==> src/design/bsl_pkg.sv <==
// Package for the snoop, backoff and atomic-sequence bus block.
// Assumes a single bus clock; all pins are sampled synchronously.
package bsl_pkg;

   // ---------------------------------------------------------------
   // Widths and timing counts
   // ---------------------------------------------------------------
   localparam int unsigned ADDR_W = 32;
   localparam int unsigned LINE_LSB = 5;
   localparam int unsigned DRV_LSB = 3;
   localparam int unsigned ATOM_GAP_CLKS = 1;
   localparam int unsigned FLOAT_MIN_CLKS = 2;
   localparam int unsigned ATOM_MIN_CYC = 2;
   localparam int unsigned ATOM_MAX_CYC = 5;
   localparam logic [2:0] BEATS_RST = 3'h0;
   localparam logic [2:0] WB_LAST_BEAT = 3'h3;

   // ---------------------------------------------------------------
   // Line states
   // ---------------------------------------------------------------
   typedef enum logic [1:0] {
      BSL_INVALID = 2'h0,
      BSL_SHR = 2'h1,
      BSL_EXC = 2'h2,
      BSL_MOD = 2'h3
   } bsl_line_t;

   // Bus controller states, one-hot
   typedef enum logic [4:0] {
      BSL_IDLE  = 5'h01,
      BSL_XFER  = 5'h02,
      BSL_WBACK = 5'h04,
      BSL_HOLD  = 5'h08,
      BSL_GAP   = 5'h10
   } bsl_state_t;

   // A cycle request from the core side
   typedef struct packed {
      logic [ADDR_W-1:DRV_LSB] addr;
      logic write;
      logic atomic;
      logic last;
      logic split;
      logic [2:0] beats;
   } bsl_req_t;

   // Result of the tag lookup for a snoop
   typedef struct packed {
      logic hit;
      bsl_line_t state;
   } bsl_look_t;

endpackage

==> src/design/bsl_bus_ctrl.sv <==
// Bus logic for snoops, backoff abort/restart and atomic sequences.
// Assumes the core presents requests and a tag lookup result combinationally
// for the snoop address; all pins are synchronous to clk_sys_in.
// Operation
// - Clean hit: match high, dirty low, the edge after snoop valid.
// - Match holds its level until the next snoop.
// - Kill sampled: line goes invalid, else shared; nothing shown on bus.
// - Modified line is written back before its state changes.
// - Float request sampled each clock; cycle start may follow its release.
// - Dirty hit: match and dirty together, writeback before new cycles.
// - Float held through writeback: address stays undriven.
// - Float released first: writeback driven from captured line address.
// - Abort request aborts all cycles at once, even with ready.
// - Aborted cycle restarts after release; other side keeps cacheable.
// - Dirty hit under abort: writeback first, then the restart.
// - Atomic flag spans atomic sequences of two to five cycles.
// - Operands flushed before atomics; atomic reads never allocate.
// - Atomic flag low at least one clock between sequences.
// - Misaligned atomic transfer raises split flag, extra cycles.
// - Atomic flag rises with first strobe, falls on last ready.
// - Float request floats address and parity; data, control stay.
// - During abort address and control float; snoop match, dirty and parity error stay driven.
// - Other side qualifies the snoop line address with snoop valid.
// - Snoop address parity error pulses the error one clock.
module bsl_bus_ctrl (
   // Clock and reset
   input wire logic clk_sys_in,
   input wire logic rst_n_in,
   // Bus control inputs
   input wire logic addr_float_req_in,
   input wire logic snoop_addr_valid_in,
   input wire logic snoop_kill_in,
   input wire logic xfer_ready_in,
   input wire logic abort_release_req_in,
   input wire logic cacheable_in,
   input wire logic [bsl_pkg::ADDR_W-1:bsl_pkg::DRV_LSB] addr_in,
   input wire logic addr_par_in,
   // Core side
   input wire logic req_valid_in,
   input wire bsl_pkg::bsl_req_t req_in,
   input wire bsl_pkg::bsl_look_t look_in,
   output logic req_ready_out,
   output logic line_update_out,
   output bsl_pkg::bsl_line_t line_state_out,
   output logic [bsl_pkg::ADDR_W-1:bsl_pkg::LINE_LSB] line_addr_out,
   output logic allocate_out,
   // Bus outputs
   output logic [bsl_pkg::ADDR_W-1:bsl_pkg::DRV_LSB] addr_out,
   output logic addr_oe_out,
   output logic addr_par_out,
   output logic ctrl_oe_out,
   output logic cycle_start_strobe_out,
   output logic write_out,
   output logic atomic_seq_out,
   output logic split_cycle_flag_out,
   output logic snoop_match_out,
   output logic snoop_match_dirty_out,
   output logic addr_par_error_out
);

   bsl_pkg::bsl_state_t state_q;
   bsl_pkg::bsl_req_t cur_q;
   logic [2:0] beat_q;
   logic snoop_pend_q;
   logic wb_pend_q;
   bsl_pkg::bsl_line_t wb_next_q;
   logic [bsl_pkg::ADDR_W-1:bsl_pkg::LINE_LSB] snoop_addr_q;
   logic [1:0] float_cnt_q;
   logic aborted_q;
   logic cacheable_q;
   logic snoop_ok;
   logic start;
   logic done;

   // ---------------------------------------------------------------
   // Snoop recognition
   // ---------------------------------------------------------------
   // A float-opened snoop counts only after two sampled clocks of request
   assign snoop_ok = snoop_addr_valid_in &&
                     (abort_release_req_in || float_cnt_q == 2'(bsl_pkg::FLOAT_MIN_CLKS));
   assign done = state_q == bsl_pkg::BSL_XFER && xfer_ready_in && !abort_release_req_in &&
                 beat_q == cur_q.beats;
   // New cycles wait for float release, abort release and any writeback
   assign start = state_q == bsl_pkg::BSL_IDLE && !addr_float_req_in &&
                  !abort_release_req_in && !wb_pend_q && !snoop_pend_q &&
                  (aborted_q || req_valid_in);

   always_ff @(posedge clk_sys_in) begin
      if (!rst_n_in) begin
         float_cnt_q <= 2'h0;
      end else if (!addr_float_req_in) begin
         float_cnt_q <= 2'h0;
      end else if (float_cnt_q != 2'(bsl_pkg::FLOAT_MIN_CLKS)) begin
         float_cnt_q <= float_cnt_q + 2'h1;
      end
   end

   // Match outputs; match only changes at a snoop
   always_ff @(posedge clk_sys_in) begin
      if (!rst_n_in) begin
         snoop_match_out <= 1'b0;
         snoop_match_dirty_out <= 1'b0;
         addr_par_error_out <= 1'b0;
      end else begin
         addr_par_error_out <= snoop_ok && (^addr_in != addr_par_in);
         if (snoop_ok) begin
            snoop_match_out <= look_in.hit;
            snoop_match_dirty_out <= look_in.hit && look_in.state == bsl_pkg::BSL_MOD;
         end else if (state_q == bsl_pkg::BSL_WBACK && xfer_ready_in &&
                      !abort_release_req_in && beat_q == bsl_pkg::WB_LAST_BEAT) begin
            snoop_match_dirty_out <= 1'b0;
         end
      end
   end

   // Snoop capture and line state change
   always_ff @(posedge clk_sys_in) begin
      if (!rst_n_in) begin
         snoop_pend_q <= 1'b0;
         wb_pend_q <= 1'b0;
         wb_next_q <= bsl_pkg::BSL_INVALID;
         snoop_addr_q <= '0;
         line_update_out <= 1'b0;
         line_state_out <= bsl_pkg::BSL_INVALID;
         line_addr_out <= '0;
      end else begin
         line_update_out <= 1'b0;
         snoop_pend_q <= 1'b0;
         if (snoop_ok && look_in.hit) begin
            snoop_addr_q <= addr_in[bsl_pkg::ADDR_W-1:bsl_pkg::LINE_LSB];
            wb_next_q <= snoop_kill_in ? bsl_pkg::BSL_INVALID : bsl_pkg::BSL_SHR;
            if (look_in.state == bsl_pkg::BSL_MOD) begin
               wb_pend_q <= 1'b1;
               snoop_pend_q <= 1'b1;
            end else begin
               line_update_out <= 1'b1;
               line_addr_out <= addr_in[bsl_pkg::ADDR_W-1:bsl_pkg::LINE_LSB];
               line_state_out <= snoop_kill_in ? bsl_pkg::BSL_INVALID : bsl_pkg::BSL_SHR;
            end
         end else if (state_q == bsl_pkg::BSL_WBACK && xfer_ready_in &&
                      !abort_release_req_in && beat_q == bsl_pkg::WB_LAST_BEAT) begin
            wb_pend_q <= 1'b0;
            line_update_out <= 1'b1;
            line_addr_out <= snoop_addr_q;
            line_state_out <= wb_next_q;
         end
      end
   end

   // ---------------------------------------------------------------
   // Bus sequencer
   // ---------------------------------------------------------------
   always_ff @(posedge clk_sys_in) begin
      if (!rst_n_in) begin
         state_q <= bsl_pkg::BSL_IDLE;
         cur_q <= '0;
         beat_q <= bsl_pkg::BEATS_RST;
         aborted_q <= 1'b0;
         cacheable_q <= 1'b0;
      end else if (abort_release_req_in) begin
         // Abort wins over a same-edge ready; attributes stay frozen
         if (state_q == bsl_pkg::BSL_XFER) begin
            aborted_q <= 1'b1;
         end
         state_q <= bsl_pkg::BSL_HOLD;
         beat_q <= bsl_pkg::BEATS_RST;
      end else begin
         unique case (state_q)
            bsl_pkg::BSL_HOLD: state_q <= bsl_pkg::BSL_IDLE;
            bsl_pkg::BSL_IDLE: begin
               if (wb_pend_q && !snoop_pend_q) begin
                  state_q <= bsl_pkg::BSL_WBACK;
               end else if (start) begin
                  if (!aborted_q) begin
                     cur_q <= req_in;
                  end
                  state_q <= bsl_pkg::BSL_XFER;
               end
            end
            bsl_pkg::BSL_XFER: begin
               if (xfer_ready_in) begin
                  beat_q <= beat_q + 3'h1;
               end
               if (done) begin
                  beat_q <= bsl_pkg::BEATS_RST;
                  aborted_q <= 1'b0;
                  cacheable_q <= cacheable_in;
                  // Gap after the last cycle of an atomic sequence
                  state_q <= (cur_q.atomic && cur_q.last) ? bsl_pkg::BSL_GAP
                                                           : bsl_pkg::BSL_IDLE;
               end
            end
            bsl_pkg::BSL_WBACK: begin
               if (xfer_ready_in) begin
                  beat_q <= beat_q + 3'h1;
               end
               if (xfer_ready_in && beat_q == bsl_pkg::WB_LAST_BEAT) begin
                  beat_q <= bsl_pkg::BEATS_RST;
                  state_q <= bsl_pkg::BSL_IDLE;
               end
            end
            bsl_pkg::BSL_GAP: state_q <= bsl_pkg::BSL_IDLE;
         endcase
      end
   end

   // ---------------------------------------------------------------
   // Bus outputs
   // ---------------------------------------------------------------
   always_ff @(posedge clk_sys_in) begin
      if (!rst_n_in) begin
         cycle_start_strobe_out <= 1'b0;
         write_out <= 1'b0;
         addr_out <= '0;
         addr_par_out <= 1'b0;
         req_ready_out <= 1'b0;
         allocate_out <= 1'b0;
         split_cycle_flag_out <= 1'b0;
      end else begin
         cycle_start_strobe_out <= 1'b0;
         req_ready_out <= 1'b0;
         if (!abort_release_req_in && state_q == bsl_pkg::BSL_IDLE) begin
            if (wb_pend_q && !snoop_pend_q) begin
               cycle_start_strobe_out <= 1'b1;
               write_out <= 1'b1;
               addr_out <= {snoop_addr_q, 2'h0};
               addr_par_out <= ^snoop_addr_q;
            end else if (start) begin
               cycle_start_strobe_out <= 1'b1;
               req_ready_out <= !aborted_q;
               write_out <= aborted_q ? cur_q.write : req_in.write;
               addr_out <= aborted_q ? cur_q.addr : req_in.addr;
               addr_par_out <= aborted_q ? ^cur_q.addr : ^req_in.addr;
               split_cycle_flag_out <= aborted_q ? cur_q.split : req_in.split;
               allocate_out <= !(aborted_q ? cur_q.atomic : req_in.atomic);
            end
         end
      end
   end

   // Output enables: address floats for the float request, all for abort
   always_ff @(posedge clk_sys_in) begin
      if (!rst_n_in) begin
         addr_oe_out <= 1'b0;
         ctrl_oe_out <= 1'b0;
      end else begin
         ctrl_oe_out <= !abort_release_req_in;
         addr_oe_out <= !abort_release_req_in && !addr_float_req_in;
      end
   end

   // Atomic flag: rises with the first strobe, drops on the final ready
   always_ff @(posedge clk_sys_in) begin
      if (!rst_n_in) begin
         atomic_seq_out <= 1'b0;
      end else if (done && cur_q.atomic && cur_q.last) begin
         atomic_seq_out <= 1'b0;
      end else if (start && (aborted_q ? cur_q.atomic : req_in.atomic)) begin
         atomic_seq_out <= 1'b1;
      end
   end

   // ---------------------------------------------------------------
   // Checks
   // ---------------------------------------------------------------
   a_clean_hit_match: assert property (@(posedge clk_sys_in) disable iff (!rst_n_in)
      snoop_ok && look_in.hit && look_in.state != bsl_pkg::BSL_MOD |=>
      snoop_match_out && !snoop_match_dirty_out)
      else $error("clean hit response wrong");
   a_match_holds: assert property (@(posedge clk_sys_in) disable iff (!rst_n_in)
      !snoop_ok |=> $stable(snoop_match_out))
      else $error("match changed without snoop");
   a_dirty_hit_pair: assert property (@(posedge clk_sys_in) disable iff (!rst_n_in)
      snoop_ok && look_in.hit && look_in.state == bsl_pkg::BSL_MOD |=>
      snoop_match_out && snoop_match_dirty_out)
      else $error("dirty hit response wrong");
   a_abort_no_start: assert property (@(posedge clk_sys_in) disable iff (!rst_n_in)
      abort_release_req_in |=> !cycle_start_strobe_out && !ctrl_oe_out)
      else $error("cycle started under abort");
   a_float_addr_off: assert property (@(posedge clk_sys_in) disable iff (!rst_n_in)
      addr_float_req_in |=> !addr_oe_out)
      else $error("address driven during float");
   a_atomic_gap: assert property (@(posedge clk_sys_in) disable iff (!rst_n_in)
      $fell(atomic_seq_out) |=> !atomic_seq_out)
      else $error("atomic gap too short");
   a_parity_pulse: assert property (@(posedge clk_sys_in) disable iff (!rst_n_in)
      addr_par_error_out && !snoop_ok |=> !addr_par_error_out)
      else $error("parity error too long");
   a_wb_first: assert property (@(posedge clk_sys_in) disable iff (!rst_n_in)
      wb_pend_q && state_q == bsl_pkg::BSL_IDLE |=> !(req_ready_out))
      else $error("new cycle before writeback");
   a_atomic_with_strobe: assert property (@(posedge clk_sys_in) disable iff (!rst_n_in)
      $rose(atomic_seq_out) |-> cycle_start_strobe_out)
      else $error("atomic flag rose without strobe");

endmodule

==> config.mk <==
export PLATFORM = sky130hd
export DESIGN_NAME = bsl_bus_ctrl
export DESIGN_NICKNAME = d
export VERILOG_FILES = /design/src/design/bsl_pkg.sv /design/src/design/bsl_bus_ctrl.sv
export SDC_FILE = /design/constraint.sdc
export NUM_CORES = 1
export LEC_CHECK = 0
export ABC_AREA = 1
export BUFFER_PORTS_ARGS = -buffer_cell sky130_fd_sc_hd__buf_2
export CELL_PAD_IN_SITES_DETAIL_PLACEMENT = 0
export CELL_PAD_IN_SITES_GLOBAL_PLACEMENT = 1
export CORE_MARGIN = 1.5
export CORE_UTILIZATION = 42
export CTS_BUF_LIST = sky130_fd_sc_hd__clkbuf_16
export DETAILED_ROUTE_END_ITERATION = 16
export GPL_TIMING_DRIVEN = 1
export PLACE_DENSITY = 0.88
export SLEW_MARGIN = 20
export SYNTH_ARGS = -nofsm -noshare
export SYNTH_HDL_FRONTEND = slang
export SYNTH_SLANG_ARGS = --single-unit
==> constraint.sdc <==
create_clock -name clk_sys_in -period 2.9 [get_ports clk_sys_in]
set_clock_uncertainty 0.1 [all_clocks]
set_input_delay 0.435 -clock clk_sys_in [delete_from_list [all_inputs] [get_ports clk_sys_in]]
set_output_delay 0.435 -clock clk_sys_in [all_outputs]
set_load 0.01 [all_outputs]
==> impl_metrics.tcl, run 1 <==
set metrics [dict create \
    setup_viol 0 \
    worstPathRequired_ns 3.15 \
    crit_path_end_kind "flop" \
    cts_buffers 17 \
    drt-total-wl_um 21200 \
    r2r-end "addr_out[10]$_SDFFE_PN0P_" \
    cp-endpoint "addr_out[10]$_SDFFE_PN0P_" \
    slew_viol_final 0 \
    area_growth_pct 17.9 \
    rows 50 \
    cp_max_fo 37 \
    coreArea_um2 18600 \
    drv_cap 0 \
    grt_setup_unrepaired "no" \
    layout-drive-gt1-share_pct 16.9 \
    start_util_pct 42.7 \
    ir_drop_mv 0.379 \
    grt_max_degree 72 \
    clkTransAtPathRegs_ns 0.06 \
    max-slew-margin-rel_pct 50.1 \
    fin_tns_setup_ns 0 \
    clk_latency_ns 0.42 \
    synth_cell_types 37 \
    synth_area_um2 7930 \
    min-delay-path-class "in -> reg" \
    firstDrtPassIters 5 \
    finalCritPeriodShare_pct 74.3 \
    n_antenna_cell 0 \
    filler_cell_count 1893 \
    dp_hpwl_um 15700 \
    synth_top_area_share_pct 37.1 \
    synth_seq_cells 147 \
    clockRootBuffer "clkbuf_16" \
    synth_most_common_cell "nand2_1" \
    ant_nets 0 \
    dieArea_um2 19700 \
    period_needed_ns 2.15 \
    io_pins 149 \
    startpoint_type "flop" \
    synth-edff-count 0 \
    drc 0 \
    synthTopCellsByArea "dfxtp_1 (37%), nand2_1 (22%), inv_1 (5.0%)" \
    clock.fmax_mhz 464 \
    r2r_cells 10 \
    cts_resized 0 \
    grt_pass1_vias 7173 \
    antenna_found_initial 0 \
    timing.rr.start "state_q[3]$_SDFFE_PN0P_" \
    die_width_um 140 \
    rrSetupSlack_ns 0.75 \
    postLayoutSetupSlackWorst_ns 0.746 \
    grt-ovfl-total 0 \
    synth_common_cells "nand2_1 (456), dfxtp_1 (147), inv_1 (105)" \
    vias 7742 \
    drt_iter0_drc 438 \
    tightest_slew_ns 0.749 \
    synthFlopType "dfxtp_1" \
    leakage_nw 4.58 \
    power.density_cell_area_nw_per_um2 529 \
    synth_area_per_cell_um2 6.66 \
    final_nets 1395 \
    arrival_ns 2.40 \
    syn_inst 1190 \
    die_y_um 140 \
    pre_cts_ws_ns 0.597 \
    htreeDepth 4 \
    syn_nets 1271 \
    grt_pass1_wl_um 34400 \
    clk_path_buf_depth 2 \
    post_drt_wl_per_cell_um 13.6 \
    cts_tree "built" \
    viasPerCell 4.96 \
    gp_congestion 0.900 \
    cts_sinks 147 \
    grtUsageTotal_pct 21.9 \
    startpoint "state_q[3]$_SDFFE_PN0P_" \
    fin_cells 1561 \
    async_flop_share_pct 0 \
    post_cts_buffers 0 \
    seq_area_frac_synth_pct 37.1 \
    holdBufCountCts 0 \
    status "finished clean" \
    hold_start "req_in[2]" \
    dp_cells 1529 \
    ys_warn_count 0 \
    io_buffers 146 \
    critical_path_class "reg -> reg" \
    hold_violations 0 \
    synth_area_leader_cell "dfxtp_1" \
]
## worst min path at each step
stage	endpoint	slack, ns	cells after the start
4_1_cts	cur_q[0]$_SDFFE_PN0P_	0.12	3
3_5_place_dp	atomic_seq_out$_SDFFE_PP0P_	0.34	2
2_1_floorplan	float_cnt_q[0]$_SDFFE_PN0N_	0.33	2
6_report	cur_q[2]$_SDFFE_PN0P_	0.13	3
3_3_place_gp	float_cnt_q[0]$_SDFFE_PN0N_	0.34	2
5_1_grt	cur_q[4]$_SDFFE_PN0P_	0.14	3
## flip-flops by register name, summed over array words and instances (netlist names), 2 cells and up
| name | cells |
|---|---|
| cur_q | 36 |
| addr_out | 29 |
| line_addr_out | 27 |
| snoop_addr_q | 27 |
| state_q | 5 |
| beat_q | 3 |
| float_cnt_q | 2 |
## critical path: stages (launching register included)
cell	delay [ns]
dfxtp_1	0.32
nor3_2	0.26
nand2_1	0.10
inv_1	0.11
nand3_2	0.13
inv_2	0.14
o21ai_2	0.10
inv_2	0.31
buf_12	0.23
o21ai_0	0.11
a31oi_1	0.18
## area by class of cell
| cell class | count | area (µm²) | area share (%) |
|---|---|---|---|
| Multi-Input combinational cell | 881 | 4340 | 46.4 |
| Clock buffer | 17 | 425 | 4.55 |
| Inverter | 111 | 417 | 4.46 |
| Tap cell | 234 | 293 | 3.13 |
| Clock inverter | 15 | 97.6 | 1.04 |
| Sequential cell | 147 | 2940 | 31.5 |
| Timing Repair Buffer | 156 | 831 | 8.89 |
## placed cells by master (no fill, tap or decap), drive strengths merged
cell type	Yosys	routed
mux2i	18	18
dfxtp	147	147
clkinv	2	7
o22ai	1	1
o211ai	28	28
or2	3	3
buf	19	156
a41oi	1	1
a31oi	27	27
xor2	19	19
xnor2	29	29
o21ai	80	80
nand4	3	3
clkbuf	32	17
nand2	456	456
a221oi	1	1
nor3	4	4
conb	1	1
o21a	1	1
nand3	47	47
a21oi	23	23
ha	3	3
nor2	102	102
clkinvlp	0	5
o211a	1	1
inv	109	114
a211oi	32	32
nor4	1	1
## power breakdown
part           leakage, nW  switching, mW  internal, mW
Clock                0.252          0.887          1.08
Sequential            1.19         0.0540          2.09
Combinational         3.13          0.514         0.313
## metrics by stage
stage | power (mW) | cell area [µm²] | utilization, % | hold WS (ns)
after detailed placement | 3.02 | 8820 | 47.5 | 0.340
after global routing | 5.19 | 9340 | 50.3 | 0.140
final | 4.94 | 9340 | 50.3 | 0.130
after CTS | 4.99 | 9340 | 50.3 | 0.118
after global placement | 3.01 | 8820 | 47.5 | 0.341
after floorplan | 2.77 | 7930 | - | 0.333
## routing by layer
| metal | share of wire, % | vias up | GRT usage, % |
|---|---|---|---|
| met5 | 0 | - | 0 |
| met2 | 45 | 142 | 35.3 |
| li1 | - | 4071 | - |
| met1 | 49 | 3509 | 29.1 |
| met4 | 1.5 | 0 | 7.09 |
| met3 | 5.2 | 20 | 4.89 |
## logic make-up (layout without fill, tap and decap cells)
kind of cell	Yosys count	after routing	synth area share [%]
other cells	1	1	0.0473
fa+ha+maj	3	3	0.474
simple gates	616	616	30.7
mux	18	18	2.27
buf+inv	162	299	8.24
xor+xnor	48	48	5.30
flops	147	147	37.1
compound gates	195	195	15.9
Note: power is estimated with default switching activity, not from simulation.
==> run 2: changes to the inputs <==
--- a/config.mk
+++ b/config.mk
@@ -10,11 +10,11 @@
 export CELL_PAD_IN_SITES_DETAIL_PLACEMENT = 0
 export CELL_PAD_IN_SITES_GLOBAL_PLACEMENT = 1
 export CORE_MARGIN = 1.5
-export CORE_UTILIZATION = 42
+export CORE_UTILIZATION = 39
 export CTS_BUF_LIST = sky130_fd_sc_hd__clkbuf_16
 export DETAILED_ROUTE_END_ITERATION = 16
 export GPL_TIMING_DRIVEN = 1
-export PLACE_DENSITY = 0.88
+export PLACE_DENSITY = 0.83
 export SLEW_MARGIN = 20
 export SYNTH_ARGS = -nofsm -noshare
 export SYNTH_HDL_FRONTEND = slang
==> constraint.sdc (replaced) <==
create_clock -name clk_sys_in -period 2 [get_ports clk_sys_in]
set_clock_uncertainty 0.1 [all_clocks]
set_input_delay 0.3 -clock clk_sys_in [delete_from_list [all_inputs] [get_ports clk_sys_in]]
set_output_delay 0.3 -clock clk_sys_in [all_outputs]
set_load 0.01 [all_outputs]
==> run 2 against run 1 <==
Total power rose by 52%. Cell count is 3.5% higher. Largest power group is now clock. Combinational power rose by 51%. Routed wire length rose by 3.8%. Global-route usage down 0.84 points. Highest routed layer unchanged. Critical path type unchanged. Register-to-register slack worse by 0.62 ns. Largest cell class unchanged.
==> impl_metrics.tcl, run 2 (same netlist as run 1, synthesis figures left out) <==
set metrics [dict create \
    slew_viol_final 0 \
    setup_viol 0 \
    htreeDepth 4 \
    top_register "cur_q" \
    largest_register_ffs 36 \
    viasPerCell 4.75 \
    vias 7670 \
    clk_path_buf_depth 2 \
    power.density_cell_area_nw_per_um2 774 \
    dp_cells 1573 \
    grtUsageTotal_pct 21.1 \
    io_buffers 146 \
    slowest_stage "dfxtp_1" \
    cp_common_cell "ha_1" \
    leakage_nw 4.73 \
    n_antenna_cell 0 \
    gp_congestion 0.898 \
    critPathBufInv 1 \
    die_width_um 146 \
    pre_cts_ws_ns -0.000834 \
    rows 51 \
    post_drt_wl_per_cell_um 13.6 \
    fin_tns_setup_ns 0 \
    cts_sinks 147 \
    stdcell_area_um2 9690 \
    worstPathRequired_ns 2.23 \
    p_total_mw 7.50 \
    ant_nets 0 \
    grt_pass1_vias 7041 \
    critical_path_class "reg -> reg" \
    cts_tree "built" \
    grt-ovfl-total 0 \
    clockRootBuffer "clkbuf_16" \
    filler_cell_count 1974 \
    place_area_um2 8990 \
    slowest_delay_ns 0.36 \
    coreArea_um2 19700 \
    hold_violations 0 \
    tightest_slew_ns 0.611 \
    io_pins 149 \
    drt_iter0_drc 328 \
    firstDrtPassIters 5 \
    status "finished clean" \
    antenna_found_initial 0 \
    crit_path_end_kind "flop" \
    postLayoutSetupSlackWorst_ns 0.129 \
    dieArea_um2 21200 \
    die_y_um 146 \
    drt-total-wl_um 22000 \
    min-delay-path-class "in -> reg" \
    largestRegisters "cur_q (36), addr_out (29)" \
    arrival_ns 2.11 \
    dp_hpwl_um 16500 \
    cts_buffers 17 \
    drc 0 \
    start_util_pct 40.2 \
    drv_cap 0 \
    area_growth_pct 22.2 \
    max-slew-margin-rel_pct 58.8 \
    clock.fmax_mhz 534 \
    cp_top_family "compound AO/OA/AOI/OAI gates" \
    layout-drive-gt1-share_pct 18.6 \
    final_common_cell "nand2_1" \
    period_needed_ns 1.87 \
    fin_cells 1615 \
    final_cell_mix "nand2_1 (456), buf_2 (146), dfxtp_1 (145)" \
    fin_util_pct 49.1 \
    clkTransAtPathRegs_ns 0.06 \
    finalCritPeriodShare_pct 93.6 \
    grt_pass1_wl_um 35800 \
    ir_drop_mv 0.602 \
    final_nets 1418 \
    clk_latency_ns 0.43 \
    grt_max_degree 72 \
    cp_max_fo 30 \
    startpoint_type "flop" \
    hold_ws_ns 0.0266 \
    crit_chain "ha_1, ha_1, nand2_1, nor3_2, o21a_2, buf_12, nor2_1, a211oi_1" \
]
## run 2: layout make-up
type	instances	area, µm²	area share (%)
Timing Repair Buffer	178	1050	10.8
Clock buffer	17	425	4.39
Clock inverter	15	144	1.49
Sequential cell	147	2950	30.4
Inverter	111	432	4.46
Tap cell	265	332	3.42
Multi-Input combinational cell	881	4350	44.9
Timing Repair inverter	1	7.51	0.0775
## run 2: path summary, 6_finish.rpt
path,from,to,slack [ns],depth (start not counted)
max reg2reg,beat_q[1]$_SDFFE_PP0P_,line_addr_out[19]$_SDFFE_PN0P_,0.13,8
max,beat_q[1]$_SDFFE_PP0P_,line_addr_out[19]$_SDFFE_PN0P_,0.13,8
min reg2reg,atomic_seq_out$_SDFFE_PP0P_,atomic_seq_out$_SDFFE_PP0P_,0.35,2
min,addr_par_in,addr_par_error_out$_SDFF_PN0_,0.03,3
## run 2: what timing repair did
action / CTS / global route
endpoints found under the hold margin: 4 / 0
gates resized for setup: 5 / 10
cloned: 1 / 0
setup endpoints to repair: 7 / 71
hold buffers: 4 / 0
pin swaps: 0 / 1
buffers inserted: 3 / 2
## run 2: report_power, final
group | switching, mW | internal, mW | total, mW
Combinational | 0.766 | 0.482 | 1.25
Clock | 1.39 | 1.75 | 3.14
Sequential | 0.0799 | 3.03 | 3.11
Total | 2.24 | 5.26 | 7.50
## run 2: routing by layer
| metal | GRT usage (%) | wire length, µm | vias to the layer above |
|---|---|---|---|
| li1 | - | - | 4126 |
| met1 | 29.3 | 10900 | 3347 |
| met2 | 32.3 | 9550 | 175 |
| met3 | 4.73 | 1140 | 22 |
| met4 | 6.63 | 338 | 0 |
| met5 | 0 | 0 | - |
## run 2: tightest hold or removal path, delay by kind of cell
| kind | cells | cell delay, ns |
|---|---|---|
| buffers and inverters | 1 | 0.09 |
| AND/OR/NAND/NOR | 1 | 0.09 |
| AO/OA/AOI/OAI | 1 | 0.04 |
